==> src/rtl/dsp_pkg.sv <==
/*
 Constants, types and field layout shared by the dual serial port core.
 Assumes a byte-wide register port and a single 200 MHz system clock.
*/
package dsp_pkg;
	localparam int          CLK_MHZ          = 200;
	localparam logic [7:0]  ADDR_PORT0_POWER = 8'h87;
	localparam logic [7:0]  ADDR_PORT0_CTL   = 8'h98;
	localparam logic [7:0]  ADDR_PORT0_DATA  = 8'h99;
	localparam logic [7:0]  ADDR_PORT1_DATA  = 8'h9a;
	localparam logic [7:0]  ADDR_PORT1_CTL   = 8'h9b;
	localparam logic [7:0]  ADDR_AUX_ONE     = 8'ha2;
	localparam logic [7:0]  ADDR_TIMER3_CTL  = 8'hc4;
	localparam logic [7:0]  ADDR_IRQ_STATUS  = 8'he8;
	localparam logic [7:0]  ADDR_IRQ_MASK    = 8'he9;
	localparam logic [7:0]  RST_BYTE         = 8'h00;
	localparam logic [7:0]  AUX_RO_MASK      = 8'hfd;
	localparam int          BIT_DOUBLE       = 7;
	localparam int          BIT_VIEW         = 6;
	localparam int          BIT_BAUD_SEL     = 5;
	localparam int          BIT_PIN_SWAP     = 2;
	localparam int          CTL_MODE_HI      = 7;
	localparam int          CTL_SM2          = 5;
	localparam int          CTL_REN          = 4;
	localparam int          CTL_TB8          = 3;
	localparam int          CTL_TI           = 1;
	localparam int          CTL_RI           = 0;
	localparam int          IRQ_TI0          = 0;
	localparam int          IRQ_RI0          = 1;
	localparam int          IRQ_TI1          = 2;
	localparam int          IRQ_RI1          = 3;
	// divisors are half bit periods: two half ticks make one bit
	localparam logic [5:0]  HALF_M0_SLOW     = 6'h06;
	localparam logic [5:0]  HALF_M0_FAST     = 6'h01;
	localparam logic [5:0]  HALF_M2_SLOW     = 6'h20;
	localparam logic [5:0]  HALF_M2_FAST     = 6'h10;
	localparam logic [5:0]  HALF_OVF_P0      = 6'h10;
	localparam logic [5:0]  HALF_OVF_P0_DBL  = 6'h08;
	localparam logic [5:0]  HALF_OVF_P1      = 6'h08;
	localparam logic [3:0]  FRAME_SYNC       = 4'h8;
	localparam logic [3:0]  FRAME_SHORT      = 4'ha;
	localparam logic [3:0]  FRAME_LONG       = 4'hb;

	typedef enum logic [1:0] {
		MODE_SYNC   = 2'h0,
		MODE_ASYNC1 = 2'h1,
		MODE_ASYNC2 = 2'h2,
		MODE_ASYNC3 = 2'h3
	} dsp_mode_t;

	typedef enum logic [2:0] {
		ST_IDLE = 3'h1,
		ST_TX   = 3'h2,
		ST_RX   = 3'h4
	} dsp_state_t;
endpackage

==> src/rtl/dsp_port_if.sv <==
/*
 Bundle between the register side of the core and one port engine.
 Assumes both ends run on the same system clock.
*/
`timescale 1ns/100ps
`default_nettype none
interface dsp_port_if;
	import dsp_pkg::*;
	dsp_mode_t  mode;
	logic       sm2;
	logic       ren;
	logic       ri_flag;
	logic       tb8;
	logic       half_tick;
	logic       start_tx;
	logic [7:0] tx_byte;
	logic       data_in;
	logic [7:0] rx_byte;
	logic       data_out;
	logic       data_drive;
	logic       line_out;
	logic       set_ti;
	logic       set_ri;
	logic       busy;
	modport ctl (output mode, sm2, ren, ri_flag, tb8, half_tick, start_tx, tx_byte, data_in,
		input rx_byte, data_out, data_drive, line_out, set_ti, set_ri, busy);
	modport eng (input mode, sm2, ren, ri_flag, tb8, half_tick, start_tx, tx_byte, data_in,
		output rx_byte, data_out, data_drive, line_out, set_ti, set_ri, busy);
endinterface
`default_nettype wire

==> src/rtl/dsp_top.sv <==
/*
 Dual serial port core: register port, baud selection, pin exchange, interrupt.
 Assumes timer overflow pulses come from logic on clk; pins come from outside.
*/
// The plain strobed port was decided locally.
`timescale 1ns/100ps
`default_nettype none
module dsp_top
	import dsp_pkg::*;
(
	input  wire logic       clk,
	input  wire logic       rst_n,
	input  wire logic       ce,
	input  wire logic [7:0] addr,
	input  wire logic [7:0] wdata,
	input  wire logic       wr,
	input  wire logic       rd,
	output logic      [7:0] rdata,
	input  wire logic       t1_ovf,
	input  wire logic       t3_ovf,
	input  wire logic       pin_p20_in,
	output logic            pin_p20_out,
	output logic            pin_p20_oe_n,
	input  wire logic       pin_p03_in,
	output logic            pin_p03_out,
	output logic            pin_p03_oe_n,
	input  wire logic       rxd1_in,
	output logic            rxd1_out,
	output logic            rxd1_oe_n,
	output logic            txd1_out,
	output logic            irq
);
	typedef struct packed {
		logic [2:0] meta;
		logic [2:0] sync;
		logic [7:0] ctl0;
		logic [7:0] ctl1;
		logic       fe0;
		logic       fe1;
		logic [7:0] pwr0;
		logic [7:0] aux;
		logic [7:0] t3c;
		logic [3:0] irq_st;
		logic [3:0] irq_mask;
		logic [7:0] rdata;
		logic       start0;
		logic       start1;
		logic [7:0] tx0;
		logic [7:0] tx1;
		logic       p20_out;
		logic       p20_oe_n;
		logic       p03_out;
		logic       p03_oe_n;
		logic       rxd1_out;
		logic       rxd1_oe_n;
		logic       txd1_out;
		logic       irq;
	} dsp_top_t;

	dsp_top_t s;
	dsp_top_t next_s;

	dsp_port_if u0();
	dsp_port_if u1();

	logic [5:0] div0;
	logic [5:0] div1;
	logic       inc0;
	logic       inc1;
	logic       clr0;
	logic       clr1;
	logic       swap;
	logic [3:0] irq_clr;
	logic [3:0] irq_set;

	assign swap = s.aux[BIT_PIN_SWAP];

	// port 0 rate source
	always_comb begin
		inc0 = 1'h1;
		case (u0.mode)
			MODE_SYNC: div0 = s.ctl0[CTL_SM2] ? HALF_M0_FAST : HALF_M0_SLOW;
			MODE_ASYNC2: div0 = s.pwr0[BIT_DOUBLE] ? HALF_M2_FAST : HALF_M2_SLOW;
			default: begin
				inc0 = s.t3c[BIT_BAUD_SEL] ? t3_ovf : t1_ovf;
				div0 = s.pwr0[BIT_DOUBLE] ? HALF_OVF_P0_DBL : HALF_OVF_P0;
			end
		endcase
	end

	// port 1 rate source
	always_comb begin
		inc1 = 1'h1;
		case (u1.mode)
			MODE_SYNC: div1 = s.ctl1[CTL_SM2] ? HALF_M0_FAST : HALF_M0_SLOW;
			MODE_ASYNC2: div1 = s.t3c[BIT_DOUBLE] ? HALF_M2_FAST : HALF_M2_SLOW;
			default: begin
				inc1 = t3_ovf;
				div1 = HALF_OVF_P1;
			end
		endcase
	end

	// release the divider on the cycle the engine starts, so the first half bit is full length
	assign clr0 = !(u0.busy || u0.start_tx || (u0.mode == MODE_SYNC && u0.ren && !u0.ri_flag && !u0.set_ri));
	assign clr1 = !(u1.busy || u1.start_tx || (u1.mode == MODE_SYNC && u1.ren && !u1.ri_flag && !u1.set_ri));

	dsp_baud u_baud0 (
		.clk      (clk),
		.rst_n    (rst_n),
		.ce       (ce),
		.clr      (clr0),
		.inc      (inc0),
		.half_div (div0),
		.tick     (u0.half_tick)
	);

	dsp_baud u_baud1 (
		.clk      (clk),
		.rst_n    (rst_n),
		.ce       (ce),
		.clr      (clr1),
		.inc      (inc1),
		.half_div (div1),
		.tick     (u1.half_tick)
	);

	assign u0.mode = dsp_mode_t'(s.ctl0[7:6]);
	assign u0.sm2 = s.ctl0[CTL_SM2];
	assign u0.ren = s.ctl0[CTL_REN];
	assign u0.ri_flag = s.ctl0[CTL_RI];
	assign u0.tb8 = s.ctl0[CTL_TB8];
	assign u0.start_tx = s.start0;
	assign u0.tx_byte = s.tx0;
	assign u0.data_in = swap ? s.sync[1] : s.sync[0];

	assign u1.mode = dsp_mode_t'(s.ctl1[7:6]);
	assign u1.sm2 = s.ctl1[CTL_SM2];
	assign u1.ren = s.ctl1[CTL_REN];
	assign u1.ri_flag = s.ctl1[CTL_RI];
	assign u1.tb8 = s.ctl1[CTL_TB8];
	assign u1.start_tx = s.start1;
	assign u1.tx_byte = s.tx1;
	assign u1.data_in = s.sync[2];

	dsp_port u_port0 (
		.clk   (clk),
		.rst_n (rst_n),
		.ce    (ce),
		.p     (u0.eng)
	);

	dsp_port u_port1 (
		.clk   (clk),
		.rst_n (rst_n),
		.ce    (ce),
		.p     (u1.eng)
	);

	assign irq_set = {u1.set_ri, u1.set_ti, u0.set_ri, u0.set_ti};
	assign irq_clr = (wr && addr == ADDR_IRQ_STATUS) ? wdata[3:0] : 4'h0;

	always_comb begin
		next_s = s;
		next_s.meta = {rxd1_in, pin_p03_in, pin_p20_in};
		next_s.sync = s.meta;
		next_s.start0 = 1'h0;
		next_s.start1 = 1'h0;
		next_s.rdata = RST_BYTE;

		if (wr) begin
			case (addr)
				ADDR_PORT0_DATA: begin
					next_s.tx0 = wdata;
					next_s.start0 = 1'h1;
				end
				ADDR_PORT1_DATA: begin
					next_s.tx1 = wdata;
					next_s.start1 = 1'h1;
				end
				ADDR_PORT0_CTL: begin
					next_s.ctl0[6:0] = wdata[6:0];
					if (s.pwr0[BIT_VIEW]) begin
						next_s.fe0 = wdata[7];
					end else begin
						next_s.ctl0[7] = wdata[7];
					end
				end
				ADDR_PORT1_CTL: begin
					next_s.ctl1[6:0] = wdata[6:0];
					if (s.t3c[BIT_VIEW]) begin
						next_s.fe1 = wdata[7];
					end else begin
						next_s.ctl1[7] = wdata[7];
					end
				end
				ADDR_PORT0_POWER: next_s.pwr0 = wdata;
				ADDR_AUX_ONE: next_s.aux = wdata & AUX_RO_MASK;
				ADDR_TIMER3_CTL: next_s.t3c = wdata;
				ADDR_IRQ_MASK: next_s.irq_mask = wdata[3:0];
				default: begin
				end
			endcase
		end

		// hardware set beats a same-cycle software clear
		if (u0.set_ti) next_s.ctl0[CTL_TI] = 1'h1;
		if (u0.set_ri) next_s.ctl0[CTL_RI] = 1'h1;
		if (u1.set_ti) next_s.ctl1[CTL_TI] = 1'h1;
		if (u1.set_ri) next_s.ctl1[CTL_RI] = 1'h1;
		next_s.irq_st = (s.irq_st & ~irq_clr) | irq_set;
		next_s.irq = |(next_s.irq_st & next_s.irq_mask);

		if (rd) begin
			case (addr)
				ADDR_PORT0_DATA: next_s.rdata = u0.rx_byte;
				ADDR_PORT1_DATA: next_s.rdata = u1.rx_byte;
				ADDR_PORT0_CTL: next_s.rdata = {s.pwr0[BIT_VIEW] ? s.fe0 : s.ctl0[7], s.ctl0[6:0]};
				ADDR_PORT1_CTL: next_s.rdata = {s.t3c[BIT_VIEW] ? s.fe1 : s.ctl1[7], s.ctl1[6:0]};
				ADDR_PORT0_POWER: next_s.rdata = s.pwr0;
				ADDR_AUX_ONE: next_s.rdata = s.aux;
				ADDR_TIMER3_CTL: next_s.rdata = s.t3c;
				ADDR_IRQ_STATUS: next_s.rdata = {4'h0, s.irq_st};
				ADDR_IRQ_MASK: next_s.rdata = {4'h0, s.irq_mask};
				default: next_s.rdata = RST_BYTE;
			endcase
		end

		// swap acts at once; changing it mid-transfer corrupts the frame
		if (swap) begin
			next_s.p03_out = u0.data_out;
			next_s.p03_oe_n = !u0.data_drive;
			next_s.p20_out = u0.line_out;
			next_s.p20_oe_n = 1'h0;
		end else begin
			next_s.p20_out = u0.data_out;
			next_s.p20_oe_n = !u0.data_drive;
			next_s.p03_out = u0.line_out;
			next_s.p03_oe_n = 1'h0;
		end
		next_s.rxd1_out = u1.data_out;
		next_s.rxd1_oe_n = !u1.data_drive;
		next_s.txd1_out = u1.line_out;
	end

	always_ff @(posedge clk) begin
		if (!rst_n) begin
			s <= '{meta: 3'h7, sync: 3'h7, p20_out: 1'h1, p20_oe_n: 1'h1, p03_out: 1'h1,
				rxd1_out: 1'h1, rxd1_oe_n: 1'h1, txd1_out: 1'h1, default: '0};
		end else if (ce) begin
			s <= next_s;
		end
	end

	assign rdata = s.rdata;
	assign pin_p20_out = s.p20_out;
	assign pin_p20_oe_n = s.p20_oe_n;
	assign pin_p03_out = s.p03_out;
	assign pin_p03_oe_n = s.p03_oe_n;
	assign rxd1_out = s.rxd1_out;
	assign rxd1_oe_n = s.rxd1_oe_n;
	assign txd1_out = s.txd1_out;
	assign irq = s.irq;
endmodule
`default_nettype wire

==> src/rtl/dsp_baud.sv <==
/*
 Half-bit tick divider: counts enabled cycles, pulses every half_div of them.
 Assumes inc is a same-clock pulse or level and half_div is nonzero.
*/
`timescale 1ns/100ps
`default_nettype none
module dsp_baud
	import dsp_pkg::*;
(
	input  wire logic       clk,
	input  wire logic       rst_n,
	input  wire logic       ce,
	input  wire logic       clr,
	input  wire logic       inc,
	input  wire logic [5:0] half_div,
	output logic            tick
);
	typedef struct packed {
		logic [5:0] cnt;
		logic       tick;
	} dsp_baud_t;

	dsp_baud_t s;
	dsp_baud_t next_s;

	always_comb begin
		next_s = s;
		next_s.tick = 1'h0;
		if (clr) begin
			next_s.cnt = 6'h00;
		end else if (inc) begin
			if (s.cnt >= half_div - 6'h01) begin
				next_s.cnt = 6'h00;
				next_s.tick = 1'h1;
			end else begin
				next_s.cnt = s.cnt + 6'h01;
			end
		end
	end

	always_ff @(posedge clk) begin
		if (!rst_n) begin
			s <= '0;
		end else if (ce) begin
			s <= next_s;
		end
	end

	assign tick = s.tick;
endmodule
`default_nettype wire

==> src/rtl/dsp_port.sv <==
/*
 One serial port engine: mode 0 shift register both ways, framed send otherwise.
 Assumes half_tick comes from a divider cleared while the engine is idle.
*/
`timescale 1ns/100ps
`default_nettype none
module dsp_port
	import dsp_pkg::*;
(
	input  wire logic clk,
	input  wire logic rst_n,
	input  wire logic ce,
	dsp_port_if.eng   p
);
	typedef struct packed {
		dsp_state_t  state;
		logic        phase;
		logic [3:0]  cnt;
		logic [10:0] sr;
		logic [7:0]  rx_byte;
		logic        data_out;
		logic        data_drive;
		logic        line_out;
		logic        set_ti;
		logic        set_ri;
	} dsp_port_t;

	dsp_port_t s;
	dsp_port_t next_s;
	logic [3:0] frame_len;
	logic       sync_mode;

	assign sync_mode = (p.mode == MODE_SYNC);

	always_comb begin
		case (p.mode)
			MODE_SYNC:   frame_len = FRAME_SYNC;
			MODE_ASYNC1: frame_len = FRAME_SHORT;
			default:     frame_len = FRAME_LONG;
		endcase
	end

	always_comb begin
		next_s = s;
		next_s.set_ti = 1'h0;
		next_s.set_ri = 1'h0;
		case (s.state)
			ST_IDLE: begin
				next_s.line_out = 1'h1;
				next_s.data_drive = 1'h0;
				next_s.phase = 1'h0;
				next_s.cnt = 4'h0;
				if (p.start_tx) begin
					next_s.state = ST_TX;
					if (sync_mode) begin
						next_s.sr = {3'h7, p.tx_byte};
						next_s.data_out = p.tx_byte[0];
						next_s.data_drive = 1'h1;
					end else begin
						next_s.sr = (p.mode == MODE_ASYNC1) ? {2'h3, p.tx_byte, 1'h0}
							: {1'h1, p.tb8, p.tx_byte, 1'h0};
						next_s.line_out = 1'h0;
					end
				end else if (sync_mode && p.ren && !p.ri_flag && !s.set_ri) begin
					// done flag reaches the register a cycle late; no restart on the done pulse
					next_s.state = ST_RX;
				end
			end
			ST_TX: begin
				if (p.half_tick) begin
					if (!s.phase) begin
						next_s.phase = 1'h1;
						if (sync_mode) begin
							next_s.line_out = 1'h0;
						end
					end else begin
						next_s.phase = 1'h0;
						next_s.cnt = s.cnt + 4'h1;
						next_s.sr = {1'h1, s.sr[10:1]};
						next_s.line_out = sync_mode ? 1'h1 : s.sr[1];
						next_s.data_out = s.sr[1];
						if (s.cnt + 4'h1 == frame_len) begin
							next_s.state = ST_IDLE;
							next_s.set_ti = 1'h1;
							next_s.data_drive = 1'h0;
							next_s.line_out = 1'h1;
						end
					end
				end
			end
			ST_RX: begin
				if (!p.ren) begin
					next_s.state = ST_IDLE;
				end else if (p.half_tick) begin
					if (!s.phase) begin
						next_s.phase = 1'h1;
						next_s.line_out = 1'h0;
					end else begin
						// sample on the rising clock edge, first bit lands lowest
						next_s.phase = 1'h0;
						next_s.line_out = 1'h1;
						next_s.cnt = s.cnt + 4'h1;
						next_s.sr = {3'h0, p.data_in, s.sr[7:1]};
						if (s.cnt + 4'h1 == FRAME_SYNC) begin
							next_s.state = ST_IDLE;
							next_s.rx_byte = {p.data_in, s.sr[7:1]};
							next_s.set_ri = 1'h1;
						end
					end
				end
			end
			default: begin
				next_s.state = ST_IDLE;
			end
		endcase
	end

	always_ff @(posedge clk) begin
		if (!rst_n) begin
			s <= '{state: ST_IDLE, line_out: 1'h1, data_out: 1'h1, default: '0};
		end else if (ce) begin
			s <= next_s;
		end
	end

	assign p.rx_byte = s.rx_byte;
	assign p.data_out = s.data_out;
	assign p.data_drive = s.data_drive;
	assign p.line_out = s.line_out;
	assign p.set_ti = s.set_ti;
	assign p.set_ri = s.set_ri;
	assign p.busy = (s.state != ST_IDLE);
endmodule
`default_nettype wire

==> config.mk <==
export PLATFORM = sky130hd
export DESIGN_NAME = dsp_top
export DESIGN_NICKNAME = d
export VERILOG_FILES = /design/src/rtl/dsp_pkg.sv /design/src/rtl/dsp_port_if.sv /design/src/rtl/dsp_top.sv /design/src/rtl/dsp_baud.sv /design/src/rtl/dsp_port.sv
export SDC_FILE = /design/constraint.sdc
export NUM_CORES = 1
export LEC_CHECK = 0
export BUFFER_PORTS_ARGS = -buffer_cell sky130_fd_sc_hd__buf_2
export CAP_MARGIN = 30
export CORE_UTILIZATION = 59
export DETAILED_ROUTE_END_ITERATION = 7
export PLACE_DENSITY = 0.83
export SYNTH_ARGS = -nofsm -noshare
export SYNTH_HDL_FRONTEND = slang
export SYNTH_HIERARCHICAL = 1
export SYNTH_SLANG_ARGS = --single-unit
==> constraint.sdc <==
create_clock -name clk -period 3.4 [get_ports clk]
set_input_delay 0.68 -clock clk [delete_from_list [all_inputs] [get_ports clk]]
set_output_delay 0.68 -clock clk [all_outputs]
set_load 0.02 [all_outputs]
### Word level (Yosys, flattened, before mapping)

Cells that the tools add are included.

* register bits after elaboration: 167
* output and inout port bits: 16
* word-level logic and storage cells: 319

* add/subtract/negate cells: 6
* magnitude comparators: 2
* equal/unequal tests: 53
* multiplexer cells: 131
* bitwise logic cells: 6
* reductions and logical operators: 67

Operator list (number)
* 16-bit case mux with 3 select lines: 2
* 8-bit == test, second input constant: 9
* 8-bit two-way mux: 9
* 8-bit case mux with 9 select lines: 1
* 3-bit two-way mux: 20
* 27-bit two-way mux: 2
* 1-bit two-way mux: 51
* 24-bit two-way mux: 2
* 23-bit two-way mux: 2
* 11-bit two-way mux: 4
* 19-bit two-way mux: 2
* 36-bit two-way mux: 1
* 6-bit two-way mux: 6
* 6-bit AND reduction: 6
* 3-bit AND reduction: 11
* 8-bit AND reduction: 4
* 15-bit two-way mux: 2
* 4-bit two-way mux: 6
* 6-bit case mux with 2 select lines: 2
* 10-bit two-way mux: 2
* 2-bit != test, second input constant: 10
* 5-bit AND reduction: 4
* 2-bit nonzero test: 10
* 18-bit two-way mux: 1
* 35 further kinds: 96

### Logic depth before layout (Yosys ltp)

* depth in word-level cells: 8
* depth in mapped cells: 13

### Cells and area by module

Netlist, hierarchy kept.

Modules (own cells, without submodules)
* dsp_top: times used 1, cells an instance 453, area each 4416.7 µm²
* dsp_port: times used 2, cells an instance 213, area each 1740.4 µm²
* dsp_baud: times used 2, cells an instance 70, area each 568.0 µm²

### Least setup slack after synthesis

Ideal clock, no wire load.

* path kind: register -> register
* from: register, netlist name s[82]
* to: register u_baud0/s[3] (netlist name)
* arrival: 2.595 ns
* path slack: 0.749 ns
* stages on the path, launching flop included: 13
* clock period less this slack: 2.651 ns
* cell sequence: dfxtp_1 -> clkbuf_1 -> nor2_1 -> and2_1 -> or3_1 -> nor3_1 -> xnor2_1 -> ha_1 -> a21oi_1 -> o21ai_0 -> a211o_2 -> nor4_1 -> a21o_2

RTL lines
* end signal: assignment: line dsp_baud.sv:45 `s <= next_s;`
* end: declaration: line dsp_baud.sv:23 `dsp_baud_t s;`

==> qor.csv <==
stage,metric,value,unit
placement,cell total after placement,1186,
synthesis,leading register cell type out of synthesis,dfxtp_1,
placement,# port buffers,41,
clocking,# Post-CTS Setup Buffers,0,
synthesis,library cell with the largest summed area after synthesis,dfxtp_1,
clocking,CTS H-Tree Depth,4,
global_route,overall track demand over capacity in global routing,0.298,
worst_hold_path,Hold WC Path Type,input port to register,
global_route,global route total overflow,0,
finish,final standard cell utilization of the core,0.668,
critical_path,worst reg2reg path endpoint,u_baud0/s[3],
floorplanning,DIE HEIGHT,126,µm
synthesis,"Cell Area, Synth",0.00903,mm²
placement,detailed placer's ending HPWL,16100,µm
clocking,clock-pin slew on the worst setup and hold paths,0.07,ns
clocking,number of buffers on the longest clock path,2,
timing,"Slew Viols, Final",0,
power,IR Drop Worst-Case VDD,0.000384,V
detailed_routing,remaining routing DRC violations,0,
finish,number of antenna cells inserted,0,
run_status,outcome,finished clean,
finish,non-filler instance count after layout,1218,
timing,Max-slew headroom,0.510,
detailed_routing,vias per inst,6.28,
critical_path,"Max FO, Critical Path",11,
timing,highest attainable clock frequency,347,MHz
timing,"Worst Setup Slack, final",0.519,ns
synthesis,proportion of synthesized flip-flops having asynchronous set or reset,0,
finish,fraction of layout instances using a drive strength above 1,0.158,
synthesis,Avg Synthesized Cell Area,8.87,µm²
critical_path,launch point of the critical path,s[82],
finish,Filler cells,1182,
clocking,number of clock sinks,165,
clocking,CTS root buffer,clkbuf_16,
job,max capacitance violation total,0,
clocking,clock tree from TritonCTS,done,
critical_path,critical path capture point,u_baud0/s[3],
detailed_routing,routed via count,7648,
placement,Setup Slack @ Placement,0.610,ns
synthesis,Synth top area share,0.366,
finish,Post-Layout Inst Area,0.00985,mm²
global_route,maximum number of pins on one net before global-route repair,53,
global_route,vias in the first global route,7023,
detailed_routing,number of DRC violations after detailed-routing iteration 0,880,
finish,fin nets,1065,
critical_path,Worst Path Arrival,3.27,ns
timing,setup TNS,0,ns
placement,final estimated routing congestion in global placement,0.914,
floorplanning,initial standard-cell utilization of the core,0.612,
floorplanning,area enclosed by the die boundary,0.0158,mm²
floorplanning,number of placement rows,44,
timing,setup skew after layout,0.00619,ns
synthesis,sequential fraction of the synthesis area,0.366,
synthesis,"EDFF count, synth",0,
detailed_routing,count of nets left with antenna violations after detail routing,0,
power,total power density per cell area,463,mW/mm²
synthesis,post-synth net total,1063,
clocking,TritonCTS Buffers,17,
detailed_routing,number of search-and-repair iterations in the first detailed-routing pass,5,
critical_path,startpoint of the worst register-to-register path,s[82],
timing,slew of the pin with the lowest slew margin,0.734,ns
floorplanning,core footprint,0.0148,mm²
timing,share of the clock period used by the worst path,0.847,
critical_path,required time of the critical path,3.79,ns
critical_path,Critical Setup Path Class,register to register,
timing,RSZ-0062 raised after global routing,no,
synthesis,count of distinct cell types in the synthesized netlist,81,
power,total power after layout,4.56,mW
detailed_routing,post-detailed-routing wire length,23200,µm
timing,clock period minus final worst setup slack,2.88,ns
critical_path,Worst R2R Path Depth,11,
timing,final hold violations,0,
clocking,count of hold-fix buffers inserted at cts,0,
global_route,global-route wire length before repair,37100,µm
critical_path,slack of the worst reg-to-reg path,0.52,ns
synthesis,top-count cell post-synth,dfxtp_1,
critical_path,startpoint type of the worst setup path,register,
global_route,number of antenna violations at the first check in global routing,0,
timing,final-report setup violation count,0,
critical_path,element type at the critical path end,register,
synthesis,number of synthesized register bits,165,
floorplanning,width of the die,126,µm
detailed_routing,wire length per cell,19.0,µm
power,leakage power figure,3.70,nW
timing,worst hold slack,0.458,ns
floorplanning,number of placed I/O pins,42,
synthesis,dominant cells by area after synthesis,"dfxtp_1 37%, mux2i_1 11%, nand2_1 4.5%",
finish,area delta synth->final,9.07,%
placement,post-placement cell area,0.00919,mm²
synthesis,top cells by instance count after synthesis,"165 x dfxtp_1, 108 x nand2_1, 98 x mux2i_1",
clocking,clk_lat worst skew,0.43,ns
synthesis,cells after synthesis,1019,
clocking,"Gates resized, CTS repair",0,
synthesis,Yosys warning total,6,
[worst max-delay path, cell delays in order, from the launching register on]
cell     delay, ns
dfxtp_1       0.55
nor2_1        0.11
and2_1        0.17
or3_1         0.34
nor3_1        0.21
xnor2_1       0.15
ha_1          0.27
a21oi_1       0.14
o21ai_0       0.17
a211o_2       0.38
nor4_1        0.21
a21o_2        0.13
[per-layer routing]
layer | vias up | share of wire | track usage
li1 | 3645 | - | -
met5 | - | 0 | 0
met3 | 53 | 0.083 | 0.0641
met2 | 354 | 0.46 | 0.469
met1 | 3596 | 0.43 | 0.397
met4 | 0 | 0.027 | 0.120
[registers in the layout (all words and copies together) (netlist names), 3 cells and up]
signal             flops
s                     52
u_port0/s             18
u_port1/s             18
rdata                  8
u0.tx_byte             8
u1.tx_byte             8
u_port0/p.rx_byte      8
u_port1/p.rx_byte      8
u_baud0/s              6
u_baud1/s              6
next_s                 3
[power by group]
group          total (mW)  switching, mW  internal [mW]
Clock                2.15          0.816           1.33
Combinational       0.384          0.239          0.145
Sequential           2.03         0.0502           1.98
[cells in the final DEF (no fill, tap or decap), types with 5 or more instances in the layout]
| cell type | n |
|---|---|
| a211oi_1 | 8 |
| a21boi_0 | 6 |
| a21oi_1 | 76 |
| a22o_1 | 8 |
| a22oi_1 | 13 |
| a311oi_1 | 5 |
| a31oi_1 | 6 |
| a32oi_1 | 6 |
| and2_1 | 11 |
| buf_2 | 40 |
| buf_4 | 13 |
| bufinv_16 | 5 |
| clkbuf_16 | 17 |
| dfxtp_1 | 165 |
| ha_1 | 18 |
| inv_1 | 27 |
| mux2_2 | 10 |
| mux2i_1 | 98 |
| nand2_1 | 108 |
| nand2b_1 | 12 |
| nand3_1 | 27 |
| nand3b_1 | 11 |
| nor2_1 | 58 |
| nor2_2 | 11 |
| nor2b_1 | 61 |
| nor3_1 | 23 |
| nor3_4 | 5 |
| o21ai_0 | 37 |
| o22ai_1 | 7 |
| or3_1 | 7 |
| xor2_1 | 8 |
[worst min path at each step]
stage	end	depth (start not counted)	slack (ns)	startpoint
floorplan	s[85]	2	0.44	s[85]
global placement	s[66]	2	0.45	s[66]
detailed placement	rxd1_out	2	0.46	rxd1_out
CTS	next_s[86]	3	0.45	rxd1_in
global route	next_s[85]	3	0.46	pin_p03_in
finish	next_s[86]	3	0.46	rxd1_in
[logic make-up (layout without fill, tap and decap cells)]
group / after synthesis / in the layout / share of synthesized area
compound gates: 226 / 226 / 0.170
xor+xnor: 12 / 12 / 0.0116
fa+ha+maj: 18 / 18 / 0.0249
buf+inv: 101 / 116 / 0.0564
flops: 165 / 165 / 0.366
mux: 112 / 112 / 0.131
simple gates: 385 / 385 / 0.240
[layout make-up]
class                      count  area, µm²  area share
clock buffer                  18        439      0.0446
clock inverter                14        223      0.0226
inverter                      30        113      0.0114
multi-input combinational    753       5230       0.531
sequential                   165       3300       0.335
tap                          184        230      0.0234
timing repair buffer          54        318      0.0323
Power figures use the tool's default switching activity.
